===== src/hw/adc_ctrl_pkg.sv =====
// package: register map, field positions, reset values and timing of the converter control
package adc_ctrl_pkg;
	localparam int         ADDR_W       = 4;
	localparam logic [3:0] OFS_CHAN     = 4'h0;
	localparam logic [3:0] OFS_TRIG     = 4'h1;
	localparam logic [3:0] OFS_RES_HI   = 4'h2;
	localparam logic [3:0] OFS_RES_LO   = 4'h3;
	localparam logic [3:0] OFS_CFG      = 4'h4;
	localparam logic [3:0] OFS_CMP_HI   = 4'h5;
	localparam logic [3:0] OFS_CMP_LO   = 4'h6;
	localparam logic [3:0] OFS_PIN_A    = 4'h7;
	localparam logic [3:0] OFS_PIN_B    = 4'h8;
	localparam int         CFG_LOWPWR   = 7;
	localparam int         CFG_DIV_LO   = 5;
	localparam int         CFG_LSMP     = 4;
	localparam int         CFG_MODE_LO  = 2;
	localparam int         CFG_CLK_LO   = 0;
	localparam int         TRG_SRC      = 6;
	localparam int         TRG_CMP_EN   = 5;
	localparam int         TRG_CMP_GT   = 4;
	localparam logic [7:0] TRG_WMASK    = 8'h70;
	localparam int         CIC_IEN      = 6;
	localparam int         CIC_CONT     = 5;
	localparam logic [7:0] CIC_WMASK    = 8'h7F;
	localparam logic [1:0] MODE_10BIT   = 2'h2;
	localparam logic [1:0] CLK_BUS      = 2'h0;
	localparam logic [1:0] CLK_BUS_HALF = 2'h1;
	localparam logic [1:0] CLK_ALT      = 2'h2;
	localparam logic [1:0] CLK_ASYNC    = 2'h3;
	localparam logic [1:0] DIV_ONE      = 2'h0;
	localparam logic [3:0] MSB_10BIT    = 4'h9;
	localparam logic [3:0] MSB_8BIT     = 4'h7;
	localparam logic [7:0] RST_BYTE     = 8'h00;
	localparam logic [9:0] RST_WORD     = 10'h000;
	localparam int         SAMPLE_SHORT_X10  = 35;
	localparam int         SAMPLE_LONG_X10   = 235;
	localparam int         SAMPLE_SHORT_CYC  = (SAMPLE_SHORT_X10 + 9) / 10;
	localparam int         SAMPLE_LONG_CYC   = (SAMPLE_LONG_X10 + 9) / 10;
	localparam logic [4:0] SAMPLE_SHORT_LAST = 5'(SAMPLE_SHORT_CYC - 1);
	localparam logic [4:0] SAMPLE_LONG_LAST  = 5'(SAMPLE_LONG_CYC - 1);
	typedef enum logic [1:0] {
		ST_IDLE    = 2'b00,
		ST_SAMPLE  = 2'b01,
		ST_CONVERT = 2'b10,
		ST_FINISH  = 2'b11
	} conv_state_e;
endpackage


===== src/hw/conv_clk_if.sv =====
// interface: conversion clock settings and tick between control and divider
`timescale 1ns/1ps
interface conv_clk_if;
	logic [1:0] source;
	logic [1:0] divide;
	logic       alt_edge;
	logic       async_edge;
	logic       restart;
	logic       tick;
	modport ctrl (output source, output divide, output alt_edge, output async_edge, output restart, input tick);
	modport div  (input source, input divide, input alt_edge, input async_edge, input restart, output tick);
endinterface


===== src/hw/pin_sync.sv =====
// three-stage pin synchroniser with agreement filter and rising-edge pulse
`timescale 1ns/1ps
module pin_sync (
	input  wire logic mclk_i,
	input  wire logic nrst_i,
	input  wire logic pin_i,
	output logic      rise_o
);
	logic [2:0] sync_q, sync_d;
	logic       level_q, level_d;
	logic       rise_q, rise_d;

	always_comb begin
		sync_d  = {sync_q[1:0], pin_i};
		level_d = level_q;
		if (sync_q[1] == sync_q[2]) begin
			level_d = sync_q[2];
		end
		rise_d = level_d & ~level_q;
	end

	always_ff @(posedge mclk_i) begin
		if (!nrst_i) begin
			sync_q  <= 3'h0;
			level_q <= 1'b0;
			rise_q  <= 1'b0;
		end else begin
			sync_q  <= sync_d;
			level_q <= level_d;
			rise_q  <= rise_d;
		end
	end

	assign rise_o = rise_q;
endmodule


===== src/hw/clock_divider.sv =====
// conversion clock divider: source select and power-of-two divide, latched at restart
`timescale 1ns/1ps
module clock_divider (
	input  wire logic mclk_i,
	input  wire logic nrst_i,
	conv_clk_if.div   clk_if
);
	logic [1:0] src_q, src_d;
	logic [1:0] div_q, div_d;
	logic [2:0] cnt_q, cnt_d;
	logic       half_q, half_d;
	logic       tick_q, tick_d;
	logic       src_tick;

	always_comb begin
		src_d    = src_q;
		div_d    = div_q;
		cnt_d    = cnt_q;
		half_d   = ~half_q;
		tick_d   = 1'b0;
		src_tick = 1'b0;
		unique case (src_q)
			adc_ctrl_pkg::CLK_BUS:      src_tick = 1'b1; // RULE6
			adc_ctrl_pkg::CLK_BUS_HALF: src_tick = half_q;
			adc_ctrl_pkg::CLK_ALT:      src_tick = clk_if.alt_edge;
			adc_ctrl_pkg::CLK_ASYNC:    src_tick = clk_if.async_edge;
		endcase
		if (clk_if.restart) begin
			src_d = clk_if.source; // RULE20
			div_d = clk_if.divide; // RULE20
			cnt_d = 3'h0;
		end else if (src_tick) begin
			if (cnt_q == ((3'h1 << div_q) - 3'h1)) begin // RULE3
				cnt_d  = 3'h0;
				tick_d = 1'b1;
			end else begin
				cnt_d = cnt_q + 3'h1;
			end
		end
	end

	always_ff @(posedge mclk_i) begin
		if (!nrst_i) begin
			src_q  <= adc_ctrl_pkg::CLK_BUS;
			div_q  <= adc_ctrl_pkg::DIV_ONE;
			cnt_q  <= 3'h0;
			half_q <= 1'b0;
			tick_q <= 1'b0;
		end else begin
			src_q  <= src_d;
			div_q  <= div_d;
			cnt_q  <= cnt_d;
			half_q <= half_d;
			tick_q <= tick_d;
		end
	end

	assign clk_if.tick = tick_q;

	chk_div_bypass: assert property (@(posedge mclk_i) disable iff (!nrst_i) // RULE3
		(src_q == adc_ctrl_pkg::CLK_BUS && div_q == adc_ctrl_pkg::DIV_ONE && !clk_if.restart) |=> tick_q)
		else $error("undivided bus clock did not tick every cycle");
endmodule


===== src/hw/adc_conversion_control.sv =====
// top: register file, triggering and successive-approximation sequencing of the converter
//Contract
// RULE1: software writes configuration, trigger, then channel
// RULE2: configuration bit 7 selects low power
// RULE3: configuration bits 6:5 divide input clock
// RULE4: configuration bit 4 selects long sampling
// RULE5: configuration bits 3:2 select resolution
// RULE6: configuration bits 1:0 select input clock
// RULE7: trigger bit 7 shows conversion active
// RULE8: trigger bit 6 selects hardware trigger
// RULE9: bits 5:4 enable compare, set direction
// RULE10: trigger bits 3:2 always read zero
// RULE11: software writes zero to trigger bits 1:0
// RULE12: channel bit 7 flags conversion complete
// RULE13: channel bit 6 enables completion interrupt
// RULE14: channel bit 5 selects continuous conversions
// RULE15: channel bits 4:0 select input channel
// RULE16: high read locks result until low read
// RULE17: pin control bits disable digital pins
// RULE18: out-of-range inputs saturate to limits
// RULE19: sampling lasts 3.5 or 23.5 cycles; the code rounds up to 4 or 24 conversion-clock ticks
// RULE20: clock settings take effect at conversion start
// RULE21: channel write clears flag, starts conversion
`timescale 1ns/1ps
module adc_conversion_control (
	input  wire logic        mclk_i,
	input  wire logic        nrst_i,
	input  wire logic [3:0]  addr_i,
	input  wire logic [7:0]  wdata_i,
	input  wire logic        wr_i,
	input  wire logic        rd_i,
	output logic [7:0]       rdata_o,
	input  wire logic        hw_trigger_i,
	input  wire logic        alt_clock_i,
	input  wire logic        async_clock_i,
	input  wire logic        comp_i,
	output logic [4:0]       channel_o,
	output logic             sample_o,
	output logic [9:0]       dac_code_o,
	output logic             low_power_o,
	output logic             active_o,
	output logic             irq_o,
	output logic [15:0]      pin_disable_o
);
	conv_clk_if clk_if ();

	logic        hw_rise;
	logic        alt_rise;
	logic        async_rise;
	logic [7:0]  cfg_q, cfg_d;
	logic [7:0]  trg_q, trg_d;
	logic [7:0]  cic_q, cic_d;
	logic        done_q, done_d;
	logic        lock_q, lock_d;
	logic [9:0]  result_q, result_d;
	logic [9:0]  cmpv_q, cmpv_d;
	logic [15:0] pin_q, pin_d;
	logic [7:0]  rdata_q, rdata_d;
	adc_ctrl_pkg::conv_state_e state_q, state_d;
	logic [4:0]  scnt_q, scnt_d;
	logic [3:0]  bit_q, bit_d;
	logic [9:0]  code_q, code_d;
	logic [9:0]  dac_q, dac_d;
	logic        res10_q, res10_d;
	logic        long_q, long_d;
	logic        sample_q, sample_d;
	logic        active_q, active_d;
	logic        irq_q, irq_d;
	logic        wr_chan;
	logic        sw_start;
	logic        hw_start;
	logic        restart;
	logic        busy;
	logic        match;
	logic        xfer_ok;
	logic [9:0]  cmp_ref;
	logic [9:0]  xfer;
	logic [4:0]  stick_q, stick_d;

	pin_sync u_sync_trig (
		.mclk_i (mclk_i),
		.nrst_i (nrst_i),
		.pin_i  (hw_trigger_i),
		.rise_o (hw_rise)
	);

	pin_sync u_sync_alt (
		.mclk_i (mclk_i),
		.nrst_i (nrst_i),
		.pin_i  (alt_clock_i),
		.rise_o (alt_rise)
	);

	pin_sync u_sync_async (
		.mclk_i (mclk_i),
		.nrst_i (nrst_i),
		.pin_i  (async_clock_i),
		.rise_o (async_rise)
	);

	clock_divider u_div (
		.mclk_i (mclk_i),
		.nrst_i (nrst_i),
		.clk_if (clk_if)
	);

	assign clk_if.source     = cfg_q[adc_ctrl_pkg::CFG_CLK_LO +: 2];
	assign clk_if.divide     = cfg_q[adc_ctrl_pkg::CFG_DIV_LO +: 2];
	assign clk_if.alt_edge   = alt_rise;
	assign clk_if.async_edge = async_rise;
	assign clk_if.restart    = restart;

	assign busy     = (state_q != adc_ctrl_pkg::ST_IDLE);
	assign wr_chan  = wr_i && (addr_i == adc_ctrl_pkg::OFS_CHAN);
	assign sw_start = wr_chan && !trg_q[adc_ctrl_pkg::TRG_SRC]; // RULE8 RULE21
	assign hw_start = trg_q[adc_ctrl_pkg::TRG_SRC] && hw_rise; // RULE8

	// compare against the value at the active width
	assign cmp_ref = res10_q ? cmpv_q : {2'h0, cmpv_q[7:0]};
	assign match   = trg_q[adc_ctrl_pkg::TRG_CMP_GT] ? (code_q >= cmp_ref) : (code_q < cmp_ref); // RULE9
	assign xfer_ok = (!trg_q[adc_ctrl_pkg::TRG_CMP_EN] || match) && !lock_q; // RULE9 RULE16
	assign xfer    = trg_q[adc_ctrl_pkg::TRG_CMP_EN] ? (code_q - cmp_ref) : code_q;

	always_comb begin
		cfg_d    = cfg_q;
		trg_d    = trg_q;
		cic_d    = cic_q;
		done_d   = done_q;
		lock_d   = lock_q;
		result_d = result_q;
		cmpv_d   = cmpv_q;
		pin_d    = pin_q;
		rdata_d  = 8'h00;
		state_d  = state_q;
		scnt_d   = scnt_q;
		bit_d    = bit_q;
		code_d   = code_q;
		dac_d    = dac_q;
		res10_d  = res10_q;
		long_d   = long_q;
		sample_d = sample_q;
		restart  = 1'b0;
		if (wr_i) begin
			case (addr_i)
				adc_ctrl_pkg::OFS_CHAN: begin
					cic_d  = wdata_i & adc_ctrl_pkg::CIC_WMASK; // RULE14 RULE15
					done_d = 1'b0; // RULE21
				end
				adc_ctrl_pkg::OFS_TRIG:   trg_d = wdata_i & adc_ctrl_pkg::TRG_WMASK; // RULE11
				adc_ctrl_pkg::OFS_CFG:    cfg_d = wdata_i;
				adc_ctrl_pkg::OFS_CMP_HI: cmpv_d[9:8] = wdata_i[1:0];
				adc_ctrl_pkg::OFS_CMP_LO: cmpv_d[7:0] = wdata_i;
				adc_ctrl_pkg::OFS_PIN_A:  pin_d[7:0] = wdata_i; // RULE17
				adc_ctrl_pkg::OFS_PIN_B:  pin_d[15:8] = wdata_i; // RULE17
				default: begin
				end
			endcase
		end
		if (rd_i) begin
			case (addr_i)
				adc_ctrl_pkg::OFS_CHAN: rdata_d = {done_q, cic_q[6:0]}; // RULE12
				adc_ctrl_pkg::OFS_TRIG: rdata_d = {busy, trg_q[6:4], 4'h0}; // RULE7 RULE10
				adc_ctrl_pkg::OFS_RES_HI: begin
					rdata_d = {6'h00, result_q[9:8]};
					lock_d  = 1'b1; // RULE16
				end
				adc_ctrl_pkg::OFS_RES_LO: begin
					rdata_d = result_q[7:0];
					lock_d  = 1'b0; // RULE16
				end
				adc_ctrl_pkg::OFS_CFG:    rdata_d = cfg_q;
				adc_ctrl_pkg::OFS_CMP_HI: rdata_d = {6'h00, cmpv_q[9:8]};
				adc_ctrl_pkg::OFS_CMP_LO: rdata_d = cmpv_q[7:0];
				adc_ctrl_pkg::OFS_PIN_A:  rdata_d = pin_q[7:0];
				adc_ctrl_pkg::OFS_PIN_B:  rdata_d = pin_q[15:8];
				default:                  rdata_d = 8'h00;
			endcase
		end
		unique case (state_q)
			adc_ctrl_pkg::ST_IDLE: begin
			end
			adc_ctrl_pkg::ST_SAMPLE: begin
				if (clk_if.tick) begin
					if (scnt_q == 5'h00) begin // RULE19
						state_d  = adc_ctrl_pkg::ST_CONVERT;
						sample_d = 1'b0;
						bit_d    = res10_q ? adc_ctrl_pkg::MSB_10BIT : adc_ctrl_pkg::MSB_8BIT; // RULE5
						code_d   = 10'h000;
						dac_d    = 10'h001 << bit_d;
					end else begin
						scnt_d = scnt_q - 5'h01;
					end
				end
			end
			adc_ctrl_pkg::ST_CONVERT: begin
				if (clk_if.tick) begin
					// comparator high keeps the trial bit, so a full-scale input gives all ones
					code_d = code_q | (comp_i ? (10'h001 << bit_q) : 10'h000); // RULE18
					if (bit_q == 4'h0) begin
						state_d = adc_ctrl_pkg::ST_FINISH;
					end else begin
						bit_d = bit_q - 4'h1;
						dac_d = code_d | (10'h001 << bit_d);
					end
				end
			end
			adc_ctrl_pkg::ST_FINISH: begin
				if (xfer_ok) begin
					result_d = xfer;
					done_d   = 1'b1; // RULE12
				end
				if (cic_q[adc_ctrl_pkg::CIC_CONT]) begin // RULE14
					restart = 1'b1;
				end else begin
					state_d = adc_ctrl_pkg::ST_IDLE;
				end
			end
		endcase
		if (sw_start || hw_start) begin
			restart = 1'b1;
		end
		if (restart) begin
			state_d  = adc_ctrl_pkg::ST_SAMPLE;
			sample_d = 1'b1;
			res10_d  = (cfg_q[adc_ctrl_pkg::CFG_MODE_LO +: 2] == adc_ctrl_pkg::MODE_10BIT); // RULE5
			long_d   = cfg_q[adc_ctrl_pkg::CFG_LSMP]; // RULE4
			scnt_d   = long_d ? adc_ctrl_pkg::SAMPLE_LONG_LAST : adc_ctrl_pkg::SAMPLE_SHORT_LAST; // RULE19
			dac_d    = 10'h000;
		end
		active_d = (state_d != adc_ctrl_pkg::ST_IDLE); // RULE7
		irq_d    = done_d && cic_d[adc_ctrl_pkg::CIC_IEN]; // RULE13
	end

	always_ff @(posedge mclk_i) begin
		if (!nrst_i) begin
			cfg_q    <= adc_ctrl_pkg::RST_BYTE;
			trg_q    <= adc_ctrl_pkg::RST_BYTE;
			cic_q    <= adc_ctrl_pkg::RST_BYTE;
			done_q   <= 1'b0;
			lock_q   <= 1'b0;
			result_q <= adc_ctrl_pkg::RST_WORD;
			cmpv_q   <= adc_ctrl_pkg::RST_WORD;
			pin_q    <= 16'h0000;
			rdata_q  <= adc_ctrl_pkg::RST_BYTE;
			state_q  <= adc_ctrl_pkg::ST_IDLE;
			scnt_q   <= 5'h00;
			bit_q    <= 4'h0;
			code_q   <= adc_ctrl_pkg::RST_WORD;
			dac_q    <= adc_ctrl_pkg::RST_WORD;
			res10_q  <= 1'b0;
			long_q   <= 1'b0;
			sample_q <= 1'b0;
			active_q <= 1'b0;
			irq_q    <= 1'b0;
		end else begin
			cfg_q    <= cfg_d;
			trg_q    <= trg_d;
			cic_q    <= cic_d;
			done_q   <= done_d;
			lock_q   <= lock_d;
			result_q <= result_d;
			cmpv_q   <= cmpv_d;
			pin_q    <= pin_d;
			rdata_q  <= rdata_d;
			state_q  <= state_d;
			scnt_q   <= scnt_d;
			bit_q    <= bit_d;
			code_q   <= code_d;
			dac_q    <= dac_d;
			res10_q  <= res10_d;
			long_q   <= long_d;
			sample_q <= sample_d;
			active_q <= active_d;
			irq_q    <= irq_d;
		end
	end

	assign rdata_o       = rdata_q;
	assign channel_o     = cic_q[4:0]; // RULE15
	assign sample_o      = sample_q;
	assign dac_code_o    = dac_q;
	assign low_power_o   = cfg_q[adc_ctrl_pkg::CFG_LOWPWR]; // RULE2
	assign active_o      = active_q;
	assign irq_o         = irq_q;
	assign pin_disable_o = pin_q; // RULE17

	// helper: conversion-clock ticks seen in the sampling phase
	always_comb begin
		stick_d = stick_q;
		if (restart) begin
			stick_d = 5'h00;
		end else if (state_q == adc_ctrl_pkg::ST_SAMPLE && clk_if.tick) begin
			stick_d = stick_q + 5'h01;
		end
	end

	always_ff @(posedge mclk_i) begin
		if (!nrst_i) begin
			stick_q <= 5'h00;
		end else begin
			stick_q <= stick_d;
		end
	end

	chk_sample_length: assert property (@(posedge mclk_i) disable iff (!nrst_i) // RULE19
		(state_q == adc_ctrl_pkg::ST_SAMPLE && state_d == adc_ctrl_pkg::ST_CONVERT)
		|-> stick_q == (long_q ? adc_ctrl_pkg::SAMPLE_LONG_LAST : adc_ctrl_pkg::SAMPLE_SHORT_LAST))
		else $error("sampling phase length wrong");

	chk_trig_reserved: assert property (@(posedge mclk_i) disable iff (!nrst_i) // RULE10
		(rd_i && addr_i == adc_ctrl_pkg::OFS_TRIG) |=> rdata_o[3:0] == 4'h0)
		else $error("unimplemented trigger bits read nonzero");

	chk_active_flag: assert property (@(posedge mclk_i) disable iff (!nrst_i) // RULE7
		(rd_i && addr_i == adc_ctrl_pkg::OFS_TRIG) |=> rdata_o[7] == $past(busy))
		else $error("active flag does not match conversion state");

	chk_done_sets: assert property (@(posedge mclk_i) disable iff (!nrst_i) // RULE12
		(state_q == adc_ctrl_pkg::ST_FINISH && xfer_ok) |=> done_q && result_q == $past(xfer))
		else $error("completion did not set flag and result");

	chk_irq_follow: assert property (@(posedge mclk_i) disable iff (!nrst_i) // RULE13
		irq_o == (done_q && cic_q[adc_ctrl_pkg::CIC_IEN]))
		else $error("interrupt request does not follow flag and enable");

	chk_lock_holds: assert property (@(posedge mclk_i) disable iff (!nrst_i) // RULE16
		(lock_q && !(rd_i && addr_i == adc_ctrl_pkg::OFS_RES_LO)) |=> $stable(result_q))
		else $error("locked result was overwritten");

	chk_single_shot: assert property (@(posedge mclk_i) disable iff (!nrst_i) // RULE14
		(state_q == adc_ctrl_pkg::ST_FINISH && !cic_q[adc_ctrl_pkg::CIC_CONT] && !sw_start && !hw_start)
		|=> state_q == adc_ctrl_pkg::ST_IDLE ##1 !sample_o)
		else $error("single conversion did not stop");

	chk_sw_start: assert property (@(posedge mclk_i) disable iff (!nrst_i) // RULE21
		sw_start |=> state_q == adc_ctrl_pkg::ST_SAMPLE && sample_o)
		else $error("channel write did not start a conversion");

	chk_hw_ignore: assert property (@(posedge mclk_i) disable iff (!nrst_i) // RULE8
		(wr_chan && trg_q[adc_ctrl_pkg::TRG_SRC] && !busy && !hw_rise) |=> !busy)
		else $error("channel write started a conversion in hardware trigger mode");
endmodule


===== config.mk =====
export PLATFORM = sky130hd
export DESIGN_NAME = adc_conversion_control
export DESIGN_NICKNAME = d
export VERILOG_FILES = /design/src/hw/adc_ctrl_pkg.sv /design/src/hw/conv_clk_if.sv /design/src/hw/pin_sync.sv /design/src/hw/clock_divider.sv /design/src/hw/adc_conversion_control.sv
export SDC_FILE = /design/constraint.sdc
export NUM_CORES = 1
export LEC_CHECK = 0
export ABC_AREA = 1
export BUFFER_PORTS_ARGS = -buffer_cell sky130_fd_sc_hd__buf_4
export CORE_UTILIZATION = 50
export DETAILED_ROUTE_END_ITERATION = 6
export PLACE_DENSITY_LB_ADDON = 0.05
export SLEW_MARGIN = 5
export SYNTH_ARGS = -nofsm -noshare
export SYNTH_HDL_FRONTEND = slang
export SYNTH_SLANG_ARGS = --single-unit

===== constraint.sdc =====
create_clock -name mclk_i -period 1.74 [get_ports mclk_i]
set_input_delay 0.174 -clock mclk_i [delete_from_list [all_inputs] [get_ports mclk_i]]
set_output_delay 0.174 -clock mclk_i [all_outputs]
set_load 0.01 [all_outputs]

==> impl_metrics.tcl <==
set metrics [dict create \
    seqPwrFrac 0.407 \
    hold_violations 0 \
    max_stage_delay_ns 0.31 \
    rr_worst_depth 12 \
    cp.arrival_ns 2.21 \
    route.top_layer_used "met4" \
    synth_top_family_by_area "simple AND/OR/NAND/NOR gates" \
    synth_edf_count 0 \
    dieArea_um2 12200 \
    grt_pass1_wl_um 26200 \
    internal_power_mw 5.40 \
    comb_power_share 0.073 \
    synth-seq-cells 123 \
    crit_cells 12 \
    vdd_ir_drop_max_uv 729 \
    stdcell_count 1086 \
    grt_pass1_vias 5391 \
    die_h_um 110 \
    drcViolationCount 0 \
    synthMostInstantiatedCell "nand2_1" \
    placed_cells 1041 \
    cp_cell_sequence "inv_1 > ha_4 > nand2_1 > nor2_1 > nand3_2 > nand4_1 > nand2_2 > nand2_8 > nand2_4 > nand2_2 > nand2_1 > nor2_1" \
    antenna_found_initial 0 \
    drt-initial-drc-count 430 \
    dr.pass1.iters 7 \
    drv_slew 0 \
    drive_gt1_frac 0.265 \
    dp_hpwl_um 12400 \
    total_power_mw 7.15 \
    fin_crit_sh 1.07 \
    met3_wirelength_um 987 \
    wl_um 16800 \
    grt_max_degree 52 \
    clk_path_buf_depth 2 \
    clkPwrFrac 0.519 \
    run_status "finished, violations left" \
    fin_skew_ns 0.00830 \
    netlist_top_cells_count "163 x nand2_1, 123 x dfxtp_1, 100 x inv_1" \
    area_delta_synth_final_pct 33.1 \
    synth_xor_area_frac 0.0132 \
    min_period_ns 1.86 \
    htree_levels 4 \
    numCtsBuffers 17 \
    avgViaCountPerCell 5.30 \
    multiInputGateArea_um2 3090 \
    clkSlewWorstSetupHoldPaths_ns 0.06 \
    ant_nets 0 \
    netlist_area_um2 5860 \
    fill_cells 985 \
    routed-via-count 5752 \
    ys_types 46 \
    setup_slack_ns -0.116 \
    min_path_cells 3 \
    synth_area_leaders "dfxtp_1 42%, nand2_1 10%, a21oi_1 7.9%, inv_1 6.4%, o21ai_0 5.0%" \
    cp-end-kind "flop" \
    seqCellArea_um2 2470 \
    overflow 0 \
    diodes 0 \
    muxShareOfSynthArea 0.00171 \
    synth_top_area_cell "dfxtp_1" \
    worst_path_max_delay_cell "dfxtp_1" \
    p_sw_frac 0.245 \
    cp_top_family "simple AND/OR/NAND/NOR gates" \
    synth_adder_area_share 0.0440 \
    wl_met1_um 7560 \
    netlist_instances 812 \
    start_kind "flop" \
    leakagePower_nw 3.40 \
    violations "negative setup slack" \
    maxClockFrequency_mhz 539 \
    rows 39 \
    path_max_fanout 6 \
    ys_seq_area_frac 0.420 \
    crit_required_ns 2.10 \
    gp_congestion 0.954 \
    crit_type "reg2reg" \
    synth_nets 852 \
    cts_tree "yes" \
    finalSetupViolations 12 \
    synth-simple-area-share 0.220 \
    ys_warn_count 0 \
    grt.total_usage 0.286 \
    rsz0062_at_grt "yes" \
    max_slew_margin 0.585 \
    pin_count 63 \
    clock_latency_ns 0.42 \
    hp-class "in2reg" \
    synth_compound_area_frac 0.201 \
    wl_per_cell_um 15.5 \
    yosys.area.top_type_share 0.420 \
    route.met2.wl_um 7910 \
    die_x_um 110 \
    syn_avg_cell_area_um2 7.22 \
    ys.flop_type "dfxtp_1" \
    tightest_slew_ns 0.620 \
    cts_root_buf "clkbuf_16" \
    synth_async_sr_flop_share 0 \
    io_buffers 62 \
    cts.sink_count 123 \
    coreArea_um2 11400 \
    power.net_switching_mw 1.75 \
    p_per_area_nw_per_um2 917 \
    initial_core_util 0.513 \
    path_buf_inv 1 \
    maxCapViolCount 0 \
    num-nets-final 970 \
]
-- worst paths after layout --
kind | startpoint | to | slack [ns]
max reg2reg | cmpv_q[2]$_SDFFE_PN0P_ | result_q[9]$_SDFFE_PN0P_ | -0.12
max | cmpv_q[2]$_SDFFE_PN0P_ | result_q[9]$_SDFFE_PN0P_ | -0.12
min reg2reg | u_sync_trig.sync_q[0]$_SDFF_PN0_ | u_sync_trig.sync_q[1]$_SDFF_PN0_ | 0.42
min | wdata_i[0] | cic_q[0]$_SDFFE_PN0P_ | 0.05
-- power by group through the flow --
stage | Clock, mW | Combinational, mW | Sequential (mW)
3_5_place_dp | 0 | 0.486 | 2.98
4_1_cts | 3.74 | 0.506 | 2.91
6_report | 3.72 | 0.523 | 2.91
2_1_floorplan | 0 | 0.293 | 2.97
3_3_place_gp | 0 | 0.475 | 2.97
5_1_grt | 3.89 | 0.579 | 2.92
-- layout make-up --
cell class	instances	area share
Multi-Input combinational cell	545	0.396
Clock inverter	14	0.0241
Sequential cell	123	0.317
Timing Repair Buffer	129	0.128
Clock buffer	18	0.0563
Tap cell	143	0.0229
Inverter	114	0.0555
-- through the flow --
| stage | TNS [ns] | area, um^2 | util | setup WS (ns) | hold slack [ns] |
|---|---|---|---|---|---|
| 6_report | -0.983 | 7800 | 0.683 | -0.116 | 0.0549 |
| 2_1_floorplan | 0 | 5870 | - | 0.00664 | 0.272 |
| 3_3_place_gp | -0.800 | 6770 | 0.593 | -0.0964 | 0.357 |
| 3_5_place_dp | -1.52 | 6770 | 0.593 | -0.182 | 0.361 |
| 4_1_cts | -0.374 | 7590 | 0.665 | -0.0561 | 0.0475 |
| 5_1_grt | -2.37 | 7800 | 0.683 | -0.252 | 0.0592 |
-- sequential cells by signal, indices dropped and copies added (netlist names), 2 cells and up --
name / count
code_q: 10
bit_q: 4
result_q: 10
u_div.cnt_q: 3
state_q: 2
u_div.div_q: 2
u_sync_alt.sync_q: 3
rdata_o: 8
dac_code_o: 10
scnt_q: 5
trg_q: 3
u_sync_async.sync_q: 3
u_div.src_q: 2
cfg_q: 8
u_sync_trig.sync_q: 3
pin_disable_o: 16
cic_q: 7
cmpv_q: 10
-- worst register-to-register path, delay by kind of cell, from the launching register on --
| family | cells | cell delay, ns |
|---|---|---|
| simple gates | 10 | 1.10 |
| flops | 1 | 0.31 |
| fa+ha+maj | 1 | 0.31 |
| buf+inv | 1 | 0.10 |
-- repair_timing --
action,CTS,global route
gates cloned,1,0
hold buffers,4,0
resized for setup,28,39
pin swaps,11,11
setup buffers,1,7
endpoints found under the hold margin,4,0
endpoints found under the setup margin,13,23
-- metal layers --
metal	up-vias	global-route usage
li1	2893	-
met1	2647	0.368
met2	182	0.468
met3	30	0.0641
met4	0	0.108
met5	-	0
-- cell families after synthesis --
kind of cell,count (synthesis)
xor+xnor,8
flops,123
fa+ha+maj,20
buf+inv,145
simple gates,305
compound gates,210
mux,1
-- layout by cell type (no fill, tap or decap), types with 4 or more instances in the layout --
cell type      instances
a31oi_1                7
dlygate4sd3_1          4
nand3_2                9
dfxtp_2                4
xor2_1                 4
nand2_2               14
nand2_4                4
ha_4                   8
clkinv_4               4
nor2_1                62
o221ai_1               5
o22ai_1                9
dfxtp_1              117
nand3_1               27
buf_4                121
a21oi_2                6
a221oi_1               5
inv_1                 96
clkbuf_16             17
nor3_1                11
nand2_1              154
a21oi_1               88
inv_2                 15
o21ai_0               58
o21ai_1               17
nor2_2                12
ha_1                   9
nand4_1                4
Power figures use the tool's default switching activity.
